## src/design/scal_defines.vh

```
`ifndef SCAL_DEFINES_VH
`define SCAL_DEFINES_VH

// register offsets
`define SCAL_OFS_CONTROL     12'h120
`define SCAL_OFS_SKIP        12'h121
`define SCAL_OFS_WINDOW      12'h122
`define SCAL_OFS_TS_DELAY    12'h123
`define SCAL_OFS_FRAME_CFG   12'h124
`define SCAL_OFS_MFRAME_CFG  12'h125
`define SCAL_OFS_CTRL_FUNC   12'h126
`define SCAL_OFS_MARGIN      12'h128
`define SCAL_OFS_EVENTS      12'h129
`define SCAL_OFS_SYNC_MODE   12'h1FF

// control register fields
`define SCAL_CTL_TRANS_BIT   4
`define SCAL_CTL_EDGE_BIT    3
`define SCAL_CTL_MODE_HI     2
`define SCAL_CTL_MODE_LO     1
`define SCAL_MODE_OFF        2'h0
`define SCAL_MODE_CONT       2'h1
`define SCAL_MODE_NSHOT      2'h2

// window register fields
`define SCAL_WIN_NEG_HI      3
`define SCAL_WIN_NEG_LO      2
`define SCAL_WIN_POS_HI      1
`define SCAL_WIN_POS_LO      0

// events register fields
`define SCAL_EVT_CAPTURED    0
`define SCAL_EVT_RESYNC      1
`define SCAL_EVT_VERDICT_LO  2
`define SCAL_EVT_VERDICT_HI  3

// margin verdict codes
`define SCAL_VERDICT_OK      2'h0
`define SCAL_VERDICT_SETUP   2'h1
`define SCAL_VERDICT_HOLD    2'h2
`define SCAL_VERDICT_EITHER  2'h3

// control bit function code for the reference marker
`define SCAL_FUNC_MARKER     3'h5

// reset values
`define SCAL_RST_CONTROL     8'h00
`define SCAL_RST_SKIP        8'h00
`define SCAL_RST_WINDOW      8'h00
`define SCAL_RST_TS_DELAY    8'h00
`define SCAL_RST_FRAME_CFG   8'h00
`define SCAL_RST_MFRAME_CFG  8'h1F
`define SCAL_RST_CTRL_FUNC   8'h00
`define SCAL_RST_SYNC_MODE   8'h00

`endif

```

## src/design/scal_capture.v

```verilog
// Contract
// - nonzero mode write selects type and arms; the code arms only for modes 1 and 2, and mode 3 takes no events
// - N-shot mode field self clears after capture
// - multiframe rate is clock over S times K
// - normal mode realigns divider, DDC, monitor, link
// - captured reference can mark a sample
// - transition select bit picks rising/falling level
// - capture edge select bit picks clock edge
// - N-shot discards up to 16 events first; the code discards at most 15 (skip count 15)
// - 4-bit skip count sets discarded events
// - continuous mode checks phase, resyncs on miss
// - skew window leaves dividers alone when inside
// - window negative bits 3:2, positive bits 1:0
// - negative before phase zero, positive after
// - status shows whether reference was captured
// - hold zero, setup low means setup error
// - setup zero, hold high means hold error
// - listed combinations mean no error
// - both zero means setup or hold error
// - timestamp mode keeps clocks, flags sample
// - marker needs function 5, honours delay
// - no timestamping while decimating
//
// Our own choice: the address-and-strobe port.
`timescale 1ns/1ps
`include "scal_defines.vh"

module scal_capture #(
	parameter SYNC_STAGES = 2
) (
	input  wire        mclk,
	input  wire        arst_n,
	input  wire [11:0] regAddr,
	input  wire [7:0]  regWdata,
	input  wire        regWr,
	input  wire        regRd,
	output reg  [7:0]  regRdata,
	input  wire        sysrefRise,
	input  wire        sysrefFall,
	input  wire [3:0]  setupCode,
	input  wire [3:0]  holdCode,
	input  wire        decimEnable,
	output reg         dividerSync,
	output reg         ddcSync,
	output reg         monitorSync,
	output reg         linkSync,
	output reg         sampleMark,
	output reg         lmfcTick
);

	// margin verdict from the status nibbles
	function [1:0] marginVerdict;
		input [3:0] hold;
		input [3:0] setup;
		begin
			if (hold == 4'h0 && setup == 4'h0)
				marginVerdict = `SCAL_VERDICT_EITHER;
			else if (hold == 4'h0 && setup <= 4'h7)
				marginVerdict = `SCAL_VERDICT_SETUP;
			else if (setup == 4'h0 && hold >= 4'h9)
				marginVerdict = `SCAL_VERDICT_HOLD;
			else
				marginVerdict = `SCAL_VERDICT_OK;
		end
	endfunction

	reg  [7:0]             control_reg;
	reg  [7:0]             skip_reg;
	reg  [7:0]             window_reg;
	reg  [7:0]             tsDelay_reg;
	reg  [7:0]             frameCfg_reg;
	reg  [7:0]             mframeCfg_reg;
	reg  [7:0]             ctrlFunc_reg;
	reg  [7:0]             syncMode_reg;
	reg  [7:0]             margin_reg;
	reg                    captured_reg;
	reg                    resyncSeen_reg;
	reg  [SYNC_STAGES-1:0] riseSync_reg;
	reg  [SYNC_STAGES-1:0] fallSync_reg;
	reg                    levelPrev_reg;
	reg                    prevValid_reg;
	reg  [4:0]             skipLeft_reg;
	reg                    armed_reg;
	reg  [8:0]             phase_reg;
	reg  [8:0]             tsCount_reg;
	reg                    tsPending_reg;

	wire [1:0] mode       = control_reg[`SCAL_CTL_MODE_HI:`SCAL_CTL_MODE_LO];
	wire       transSel   = control_reg[`SCAL_CTL_TRANS_BIT];
	wire       edgeSel    = control_reg[`SCAL_CTL_EDGE_BIT];
	wire [1:0] winNeg     = window_reg[`SCAL_WIN_NEG_HI:`SCAL_WIN_NEG_LO];
	wire [1:0] winPos     = window_reg[`SCAL_WIN_POS_HI:`SCAL_WIN_POS_LO];
	wire       tsMode     = syncMode_reg[0];
	wire       wrControl  = regWr && (regAddr == `SCAL_OFS_CONTROL);
	wire       modeActive = (mode == `SCAL_MODE_CONT) || (mode == `SCAL_MODE_NSHOT);

	// frame length S and multiframe length K, both stored minus one
	wire [8:0] mfLen      = {5'h00, frameCfg_reg[3:0]} + 9'h001;
	wire [8:0] kLen       = {4'h0, mframeCfg_reg[4:0]} + 9'h001;
	wire [17:0] periodW   = mfLen * kLen;
	wire [8:0] period     = periodW[8:0];
	wire [8:0] lastPhase  = period - 9'h001;

	// two-stage synchronisers; only the last stage is looked at
	always @(posedge mclk or negedge arst_n) begin
		if (!arst_n) begin
			riseSync_reg <= {SYNC_STAGES{1'b0}};
			fallSync_reg <= {SYNC_STAGES{1'b0}};
		end else begin
			riseSync_reg <= {riseSync_reg[SYNC_STAGES-2:0], sysrefRise};
			fallSync_reg <= {fallSync_reg[SYNC_STAGES-2:0], sysrefFall};
		end
	end

	// sysrefFall is the level caught by the falling clock edge in the pad ring
	wire level     = edgeSel ? fallSync_reg[SYNC_STAGES-1] : riseSync_reg[SYNC_STAGES-1];
	wire riseEvt   = prevValid_reg && !levelPrev_reg && level;
	wire fallEvt   = prevValid_reg && levelPrev_reg && !level;
	wire qualEvt   = transSel ? fallEvt : riseEvt;
	wire seenEvt   = qualEvt && armed_reg && modeActive;

	// N-shot events are discarded until the skip count runs out
	wire skipping  = (mode == `SCAL_MODE_NSHOT) && (skipLeft_reg != 5'h00);
	wire takeEvt   = seenEvt && !skipping;

	// window compare: after phase zero counts up, before it counts back
	wire [8:0] preZero = period - phase_reg;
	wire inPos     = phase_reg <= {7'h00, winPos};
	wire inNeg     = (phase_reg != 9'h000) && (preZero <= {7'h00, winNeg});
	wire inWindow  = inPos || inNeg;

	// outside timestamp mode, N-shot captures and any capture while the captured flag is clear align; later ones only when outside
	wire contMiss  = (mode == `SCAL_MODE_CONT) && captured_reg && !inWindow;
	wire firstCap  = !captured_reg || (mode == `SCAL_MODE_NSHOT);
	wire realign   = takeEvt && !tsMode && (firstCap || contMiss);
	wire markEvt   = takeEvt && tsMode && !decimEnable
	               && (ctrlFunc_reg[2:0] == `SCAL_FUNC_MARKER);

	always @(posedge mclk or negedge arst_n) begin
		if (!arst_n) begin
			levelPrev_reg <= 1'b0;
			prevValid_reg <= 1'b0;
		end else begin
			levelPrev_reg <= level;
			prevValid_reg <= 1'b1;
		end
	end

	// register writes; capture clear of the mode field loses to a new write
	always @(posedge mclk or negedge arst_n) begin
		if (!arst_n) begin
			control_reg   <= `SCAL_RST_CONTROL;
			skip_reg      <= `SCAL_RST_SKIP;
			window_reg    <= `SCAL_RST_WINDOW;
			tsDelay_reg   <= `SCAL_RST_TS_DELAY;
			frameCfg_reg  <= `SCAL_RST_FRAME_CFG;
			mframeCfg_reg <= `SCAL_RST_MFRAME_CFG;
			ctrlFunc_reg  <= `SCAL_RST_CTRL_FUNC;
			syncMode_reg  <= `SCAL_RST_SYNC_MODE;
		end else begin
			if (wrControl) begin
				control_reg <= {3'h0, regWdata[4:0]} & 8'h1E;
			end else if (takeEvt && mode == `SCAL_MODE_NSHOT) begin
				control_reg[`SCAL_CTL_MODE_HI:`SCAL_CTL_MODE_LO] <= `SCAL_MODE_OFF;
			end
			if (regWr && regAddr == `SCAL_OFS_SKIP)
				skip_reg <= {4'h0, regWdata[3:0]};
			if (regWr && regAddr == `SCAL_OFS_WINDOW)
				window_reg <= {4'h0, regWdata[3:0]};
			if (regWr && regAddr == `SCAL_OFS_TS_DELAY)
				tsDelay_reg <= regWdata;
			if (regWr && regAddr == `SCAL_OFS_FRAME_CFG)
				frameCfg_reg <= {4'h0, regWdata[3:0]};
			if (regWr && regAddr == `SCAL_OFS_MFRAME_CFG)
				mframeCfg_reg <= {3'h0, regWdata[4:0]};
			if (regWr && regAddr == `SCAL_OFS_CTRL_FUNC)
				ctrlFunc_reg <= {5'h00, regWdata[2:0]};
			if (regWr && regAddr == `SCAL_OFS_SYNC_MODE)
				syncMode_reg <= {7'h00, regWdata[0]};
		end
	end

	// arming and the skip counter
	always @(posedge mclk or negedge arst_n) begin
		if (!arst_n) begin
			armed_reg    <= 1'b0;
			skipLeft_reg <= 5'h00;
		end else if (wrControl) begin
			armed_reg    <= (regWdata[2:1] == `SCAL_MODE_CONT) || (regWdata[2:1] == `SCAL_MODE_NSHOT);
			skipLeft_reg <= {1'b0, skip_reg[3:0]};
		end else if (seenEvt && skipping) begin
			skipLeft_reg <= skipLeft_reg - 5'h01;
		end else if (takeEvt && mode == `SCAL_MODE_NSHOT) begin
			armed_reg    <= 1'b0;
		end
	end

	// local multiframe counter; a realign makes the event cycle phase zero
	always @(posedge mclk or negedge arst_n) begin
		if (!arst_n) begin
			phase_reg <= 9'h000;
			lmfcTick  <= 1'b0;
		end else if (realign) begin
			phase_reg <= (period == 9'h001) ? 9'h000 : 9'h001;
			lmfcTick  <= 1'b1;
		end else if (phase_reg >= lastPhase) begin
			phase_reg <= 9'h000;
			lmfcTick  <= 1'b1;
		end else begin
			phase_reg <= phase_reg + 9'h001;
			lmfcTick  <= 1'b0;
		end
	end

	// synchronisation strobes, one cycle wide
	always @(posedge mclk or negedge arst_n) begin
		if (!arst_n) begin
			dividerSync <= 1'b0;
			ddcSync     <= 1'b0;
			monitorSync <= 1'b0;
			linkSync    <= 1'b0;
		end else begin
			dividerSync <= realign;
			ddcSync     <= realign;
			monitorSync <= realign;
			linkSync    <= realign;
		end
	end

	// marker delay; a new capture restarts the count
	always @(posedge mclk or negedge arst_n) begin
		if (!arst_n) begin
			tsCount_reg   <= 9'h000;
			tsPending_reg <= 1'b0;
			sampleMark    <= 1'b0;
		end else if (markEvt && tsDelay_reg == 8'h00) begin
			tsPending_reg <= 1'b0;
			sampleMark    <= 1'b1;
		end else if (markEvt) begin
			tsCount_reg   <= {1'b0, tsDelay_reg};
			tsPending_reg <= 1'b1;
			sampleMark    <= 1'b0;
		end else if (tsPending_reg && tsCount_reg == 9'h001) begin
			tsPending_reg <= 1'b0;
			sampleMark    <= 1'b1;
		end else begin
			if (tsPending_reg)
				tsCount_reg <= tsCount_reg - 9'h001;
			sampleMark <= 1'b0;
		end
	end

	// status: margin codes held from the last taken event
	always @(posedge mclk or negedge arst_n) begin
		if (!arst_n) begin
			margin_reg <= 8'h00;
		end else if (takeEvt) begin
			margin_reg <= {holdCode, setupCode};
		end
	end

	// sticky event flags; set wins over a write-one clear
	wire clrEvents = regWr && (regAddr == `SCAL_OFS_EVENTS);

	always @(posedge mclk or negedge arst_n) begin
		if (!arst_n) begin
			captured_reg   <= 1'b0;
			resyncSeen_reg <= 1'b0;
		end else begin
			if (takeEvt)
				captured_reg <= 1'b1;
			else if (clrEvents && regWdata[`SCAL_EVT_CAPTURED])
				captured_reg <= 1'b0;
			if (takeEvt && contMiss && !tsMode)
				resyncSeen_reg <= 1'b1;
			else if (clrEvents && regWdata[`SCAL_EVT_RESYNC])
				resyncSeen_reg <= 1'b0;
		end
	end

	// read port: data in the cycle after the strobe, zero otherwise
	reg [7:0] readMux;

	always @* begin
		readMux = 8'h00;
		case (regAddr)
			`SCAL_OFS_CONTROL:    readMux = control_reg;
			`SCAL_OFS_SKIP:       readMux = skip_reg;
			`SCAL_OFS_WINDOW:     readMux = window_reg;
			`SCAL_OFS_TS_DELAY:   readMux = tsDelay_reg;
			`SCAL_OFS_FRAME_CFG:  readMux = frameCfg_reg;
			`SCAL_OFS_MFRAME_CFG: readMux = mframeCfg_reg;
			`SCAL_OFS_CTRL_FUNC:  readMux = ctrlFunc_reg;
			`SCAL_OFS_SYNC_MODE:  readMux = syncMode_reg;
			`SCAL_OFS_MARGIN:     readMux = margin_reg;
			`SCAL_OFS_EVENTS:     readMux = {4'h0, marginVerdict(margin_reg[7:4], margin_reg[3:0]),
			                                 resyncSeen_reg, captured_reg};
			default:              readMux = 8'h00;
		endcase
	end

	always @(posedge mclk or negedge arst_n) begin
		if (!arst_n)
			regRdata <= 8'h00;
		else if (regRd)
			regRdata <= readMux;
		else
			regRdata <= 8'h00;
	end

endmodule // scal_capture

```

## config.mk

```make
export PLATFORM = sky130hd
export DESIGN_NAME = scal_capture
export DESIGN_NICKNAME = d
export VERILOG_FILES = /design/src/design/scal_capture.v
export VERILOG_INCLUDE_DIRS = /design/src /design/src/design
export SDC_FILE = /design/constraint.sdc
export NUM_CORES = 1
export LEC_CHECK = 0
export ABC_AREA = 1
export BUFFER_PORTS_ARGS = -buffer_cell sky130_fd_sc_hd__buf_2
export CELL_PAD_IN_SITES_DETAIL_PLACEMENT = 1
export CELL_PAD_IN_SITES_GLOBAL_PLACEMENT = 2
export CORE_UTILIZATION = 32
export CTS_BUF_LIST = sky130_fd_sc_hd__clkbuf_16
export CTS_CLUSTER_SIZE = 40
export DETAILED_ROUTE_END_ITERATION = 16
export PLACE_DENSITY = 0.74
export SLEW_MARGIN = 20
export SYNTH_ARGS = -nofsm -noshare
export SYNTH_HDL_FRONTEND = slang
export SYNTH_SLANG_ARGS = --single-unit
```

## constraint.sdc

```tcl
create_clock -name mclk -period 4.9 [get_ports mclk]
set_input_delay 1.225 -clock mclk [delete_from_list [all_inputs] [get_ports mclk]]
set_output_delay 1.225 -clock mclk [all_outputs]
set_load 0.1 [all_outputs]
```

# After elaboration in Yosys (flattened, before gate mapping)
# Cells that the tools add are included.
# W data, S select, Z words.
[totals]
reg_bits = 85
inputBits = 35
elab_cells = 151
[op_classes]
add_sub_neg = 7
n_mul = 1
magnitude_cmp = 5
n_eq_ne = 19
n_mux = 32
n_bitwise = 1
n_reduce_logical = 61
[ops]
columns = ["cell", "n"]
rows = [
  ["$eq A12 B9 Y1 const B", 10],
  ["$pmux W8 S10", 1],
  ["$mux W9", 5],
  ["$logic_and A1 B1 Y1", 36],
  ["$eq A9 B1 Y1 const B", 2],
  ["$le A9 B2 Y1", 2],
  ["$mux W1", 18],
  ["$sub A9 B1 Y9 const B", 2],
  ["$mux W2", 5],
  ["$mux W5", 2],
  ["$reduce_bool A2 Y1", 5],
  ["$add A9 B1 Y9 const B", 1],
  ["$ge A9 B9 Y1", 1],
  ["$mul A5 B6 Y9", 1],
  ["$reduce_bool A9 Y1", 1],
  ["$sub A9 B9 Y9", 1],
  ["$logic_not A4 Y1", 2],
  ["$logic_not A8 Y1", 1],
  ["$mux W8", 1],
  ["$logic_not A1 Y1", 7],
  ["$add A5 B1 Y6 const B", 1],
  ["$add A4 B1 Y5 const B", 1],
  ["$logic_or A1 B1 Y1", 5],
  ["$reduce_bool A5 Y1", 1],
  ["other kinds (11)", 14],
]

# Depth between registers and ports, before layout
[depth]
ltp_word = 13
mapped_depth = 31
depth_no_buf = 30

# Worst setup path after synthesis
# OpenSTA, ideal clock, no wires.
[synth_timing]
kind = "register -> register"
startpoint = "register mframeCfg_reg[1]"
endpoint = "register phase_reg[0]"
setup_time_ps = 117
arrival_time_ps = 4913
path_slack_ps = -130
stages_incl_launch_ff = 24
path_buffers = 0
synth_period_minus_slack_ps = 5030
path_cell_list = "dfstp_2 ha_1 xor2_1 nand2_1 fa_1 fa_1 fa_1 inv_1 ha_1 a21oi_1 nand2_1 xor2_1 inv_1 ha_1 nand2_1 o211ai_1 xnor2_1 nand4_1 nor2_1 nand2_1 o21ai_2 nand2_1 nand2_1 nand2_1"
[synth_via]
elab_chain_cells = 11
elab_cells_between_ends = 16
[synth_lines]
columns = ["element", "line_no", "source"]
rows = [
  ["start, declared", "scal_capture.v:72", "reg [7:0] mframeCfg_reg;"],
  ["start signal, assigned", "scal_capture.v:157", "mframeCfg_reg <= `SCAL_RST_MFRAME_CFG;"],
  ["start signal, assigned", "scal_capture.v:175", "mframeCfg_reg <= {3'h0, regWdata[4:0]};"],
  ["$add A5 B1 Y6", "scal_capture.v:99", "wire [8:0] kLen = {4'h0, mframeCfg_reg[4:0]} + 9'h001;"],
  ["$mul A5 B6 Y9", "scal_capture.v:100", "wire [17:0] periodW = mfLen * kLen;"],
  ["$sub A9 B9 Y9", "scal_capture.v:127", "wire [8:0] preZero = period - phase_reg;"],
  ["$le A9 B2 Y1", "scal_capture.v:129", "wire inNeg = (phase_reg != 9'h000) && (preZero <= {7'h00, winNeg});"],
  ["$logic_and A1 B1 Y1", "scal_capture.v:129", ""],
  ["$logic_or A1 B1 Y1", "scal_capture.v:130", "wire inWindow = inPos || inNeg;"],
  ["$logic_not A1 Y1", "scal_capture.v:133", "wire contMiss = (mode == `SCAL_MODE_CONT) && captured_reg && !inWindow;"],
  ["$logic_and A1 B1 Y1", "scal_capture.v:133", ""],
  ["$logic_or A1 B1 Y1", "scal_capture.v:135", "wire realign = takeEvt && !tsMode && (firstCap || contMiss);"],
  ["$logic_and A1 B1 Y1", "scal_capture.v:135", ""],
  ["named net realign", "scal_capture.v:135", ""],
  ["$mux W9", "scal_capture.v:203", "end else if (realign) begin"],
  ["end signal, assigned", "scal_capture.v:204", "phase_reg <= (period == 9'h001) ? 9'h000 : 9'h001;"],
  ["end signal, assigned", "scal_capture.v:210", "phase_reg <= phase_reg + 9'h001;"],
  ["end, declared", "scal_capture.v:84", "reg [8:0] phase_reg;"],
]
# The timed path passes the listed nets, and every way through them passes these cells.
# A chain may end at the register's enable or synchronous reset.

# Worst setup path after layout
[layout_timing]
startpoint = "register mframeCfg_reg[1]"
endpoint = "register phase_reg[6]"
[layout_via]
elab_chain_cells = 11
elab_cells_between_ends = 14
[layout_lines]
columns = ["element", "line_no"]
rows = [
  ["$add A5 B1 Y6 (*)", "scal_capture.v:99"],
  ["$mul A5 B6 Y9 (*)", "scal_capture.v:100"],
  ["$sub A9 B9 Y9", "scal_capture.v:127"],
  ["$le A9 B2 Y1", "scal_capture.v:129"],
  ["$logic_and A1 B1 Y1", "scal_capture.v:129"],
  ["$logic_or A1 B1 Y1", "scal_capture.v:130"],
  ["$logic_not A1 Y1", "scal_capture.v:133"],
  ["$logic_and A1 B1 Y1", "scal_capture.v:133"],
  ["$logic_or A1 B1 Y1", "scal_capture.v:135"],
  ["$logic_and A1 B1 Y1", "scal_capture.v:135"],
  ["$mux W9 (*)", "scal_capture.v:203"],
]
# Every way passes the cells marked *; elsewhere a longest branch is shown, timed or not.

==> metrics.yaml <==
worst_setup_path:
  r2r_cells: 22
  path_max_fanout: 8
  cp-endpoint: "phase_reg[6]"
  crit_required_ns: 5.17
  crit_type: "reg -> reg"
  r2r-start: "mframeCfg_reg[1]"
  reg2reg_slack_ns: -0.08
  worstSetupStartpointType: "flip-flop"
  worstSetupStartpoint: "mframeCfg_reg[1]"
  crit_arrival_ns: 5.25
  endpoint_kind: "flip-flop"
  timing.rr.end: "phase_reg[6]"
layout:
  fin_area_um2: 7300
  nNetsFinal: 956
  nFillCells: 2186
  regArea_um2: 2130
  antennaDiodeCount: 0
  syn2layout_area_growth_pct: 23.0
  multi_input_area_um2: 3480
  drive_gt1_frac: 0.216
sta:
  fmax_ghz: 0.201
  finalClockSkew_ns: 0.00899
  period_needed_ns: 4.98
  report.final.hold_viol_count: 0
  worst_pin_slew_ns: 1.17
  setup_ws_ns: -0.0797
  slew_headroom: 0.202
  setup_viol: 10
  fin_crit_sh: 1.02
  drv_slew: 0
  rsz0062_at_grt: "true"
detailed_routing:
  drcViolationCount: 2
  routed_via_density: 4.88
  wl_per_cell_um: 16.3
  drtIter0Drc: 187
  num_vias: 5348
  first_pass_iters: 10
  drt_wl_total_um: 17900
  drtAntennaViolNets: 0
placed_design:
  dpl.hpwl_um: 14200
  placed_cell_area_um2: 6750
  place.gp.congestion: 0.821
  dp_slack_ns: -0.387
  port_buffers: 48
floorplanning:
  num_io_pins: 49
  initial_utilization: 0.328
  fp.dieH_um: 138
  core_um2: 18100
  die_w_um: 138
  num_rows: 49
  die_area_um2: 19100
logic_synthesis:
  syn_avg_cell_area_um2: 7.75
  synth_edf_count: 0
  yosysTopAreaCell: "dfrtp_1"
  syn_inst: 765
  async_reset_ff_frac: 1.00
  yosysMostFrequentCell: "nand2_1"
  synth.area.top_cells: "dfrtp_1, ha_1, nand2_1, inv_1, o21ai_0"
  synth_nets: 859
  yosys.area.top_type_share: 0.338
  ys_seq_area_frac: 0.360
  synth_common_cells: "nand2_1, inv_1, dfrtp_1"
  synth_cell_types: 44
  yosys_warnings: 0
  ys_ff_latch: 85
  synth_area_um2: 5930
  ys.flop_type: "dfrtp_1"
clocking:
  clock_path_buffers: 2
  cts_tree: "yes"
  root_buffer: "clkbuf_16"
  clkSinkCount: 85
  cts_buffers: 9
  cts.clk_slew.worst_paths_ns: 0.06
  cts.htree.levels: 3
  clkLatencyLatePin_ns: 0.35
power_and_ir_drop:
  p_int_w: 0.00107
  combPwrFrac: 0.059
  irDropWorstVdd_uv: 152
  power.switching_w: 0.000351
  p_seq_frac: 0.499
  p_clk_frac: 0.442
  netSwitchingFraction: 0.246
  p_leak_nw: 3.52
  p_per_area_nw_per_um2: 195
global_route:
  grt_use_met2: 0.358
  grt_busiest_layer: "met2"
  grt_max_degree: 55
  grt_pass1_vias: 5911
  use_met3: 0.0242
  grt_first_pass_wirelength_um: 30000
  antenna_found_initial: 0
  grt.total_usage: 0.198
  grt_overflow: 0
  gr-usage-met1: 0.253
status:
  violations: "design-rule violations, negative setup slack"
  outcome: "finished, violations left"
hold_path:
  hold_path.class: "reg -> reg"
  hold_path_depth: 0
flow_run:
  maxCapViolations: 0
[critical path, cell delays in order, from the launching register on]
cell      delay (ns)
dfstp_2         0.57
ha_4            0.17
xor2_4          0.17
nand2_2         0.08
fa_1            0.47
fa_1            0.49
fa_1            0.51
inv_2           0.05
ha_4            0.22
a21oi_2         0.15
nand2_2         0.11
xor2_4          0.21
inv_2           0.08
ha_4            0.29
nand2_4         0.05
o211ai_1        0.31
xnor2_2         0.15
nand4_1         0.09
nor2_1          0.11
nand2_1         0.11
o21ai_4         0.20
nand3_4         0.17
nor2_2          0.13
[placed cells by master (no fill, tap or decap), types with 11 or more instances in the layout]
cell type,count
xor2_1,12
nand2_2,12
ha_1,39
a21oi_1,28
nand4_1,15
dfrtp_1,80
nand2_1,149
o21ai_0,69
nand3_1,30
nor2_2,13
fa_1,11
buf_4,49
nor2_1,58
nor3_1,16
inv_1,127
buf_2,47
[what timing repair did]
item,4_1_cts,5_1_grt
buffers inserted,3,4
setup endpoints to repair,12,12
pin swaps,22,27
hold buffers,0,0
gates resized for setup,23,25
hold endpoints to repair,0,0
[how the worst min path moves through the flow]
stage	start	endpoint	slack, ns
global placement	fallSync_reg[0]	fallSync_reg[1]	0.34
CTS	fallSync_reg[0]	fallSync_reg[1]	0.35
detailed placement	fallSync_reg[0]	fallSync_reg[1]	0.34
global route	fallSync_reg[0]	fallSync_reg[1]	0.36
floorplan	fallSync_reg[0]	fallSync_reg[1]	0.33
finish	fallSync_reg[0]	fallSync_reg[1]	0.35
[metal layers]
layer / vias to the layer above / share of wire
met3: 12 / 0.015
met2: 34 / 0.51
met4: 0 / 0.011
met5: - / 0
li1: 2672 / -
met1: 2630 / 0.46
[power by group through the flow]
| stage | Clock, W | Sequential [W] | Combinational [W] |
|---|---|---|---|
| floorplan | 0 | 0.000727 | 0.0000315 |
| global placement | 0 | 0.000723 | 0.0000811 |
| detailed placement | 0 | 0.000724 | 0.0000835 |
| CTS | 0.000642 | 0.000711 | 0.0000851 |
| global route | 0.000667 | 0.000711 | 0.0000967 |
| finish | 0.000630 | 0.000711 | 0.0000845 |
[logic make-up after synthesis]
family | synth area share
AOI/OAI and AO/OA | 0.129
muxes | 0.00190
buffers and inverters | 0.0973
xor gates and xnor gates | 0.0413
other | 0.000632
DFF | 0.360
adders and majority gates | 0.140
and+or+nand+nor | 0.230
[stage by stage]
stage | cells | hold WS, ns | setup TNS (ns) | total power [W] | utilization
after CTS | 1092 | 0.355 | -1.04 | 0.00144 | 0.396
after global routing | 1096 | 0.357 | -3.43 | 0.00147 | 0.403
after global placement | 1073 | 0.341 | -2.46 | 0.000804 | 0.373
after floorplan | 765 | 0.331 | 0 | 0.000759 | -
after detailed placement | 1073 | 0.340 | -4.18 | 0.000807 | 0.373
final | 1096 | 0.350 | -0.640 | 0.00143 | 0.403
[cell type report]
class | instances | share of cell area
clock buffers | 9 | 0.0309
clock inverters | 7 | 0.00600
inverters | 133 | 0.0688
multi-input cells | 535 | 0.477
flip-flops and latches | 85 | 0.292
well taps | 229 | 0.0393
repair buffers | 98 | 0.0857
No activity file was read; power rests on OpenSTA's default activity.
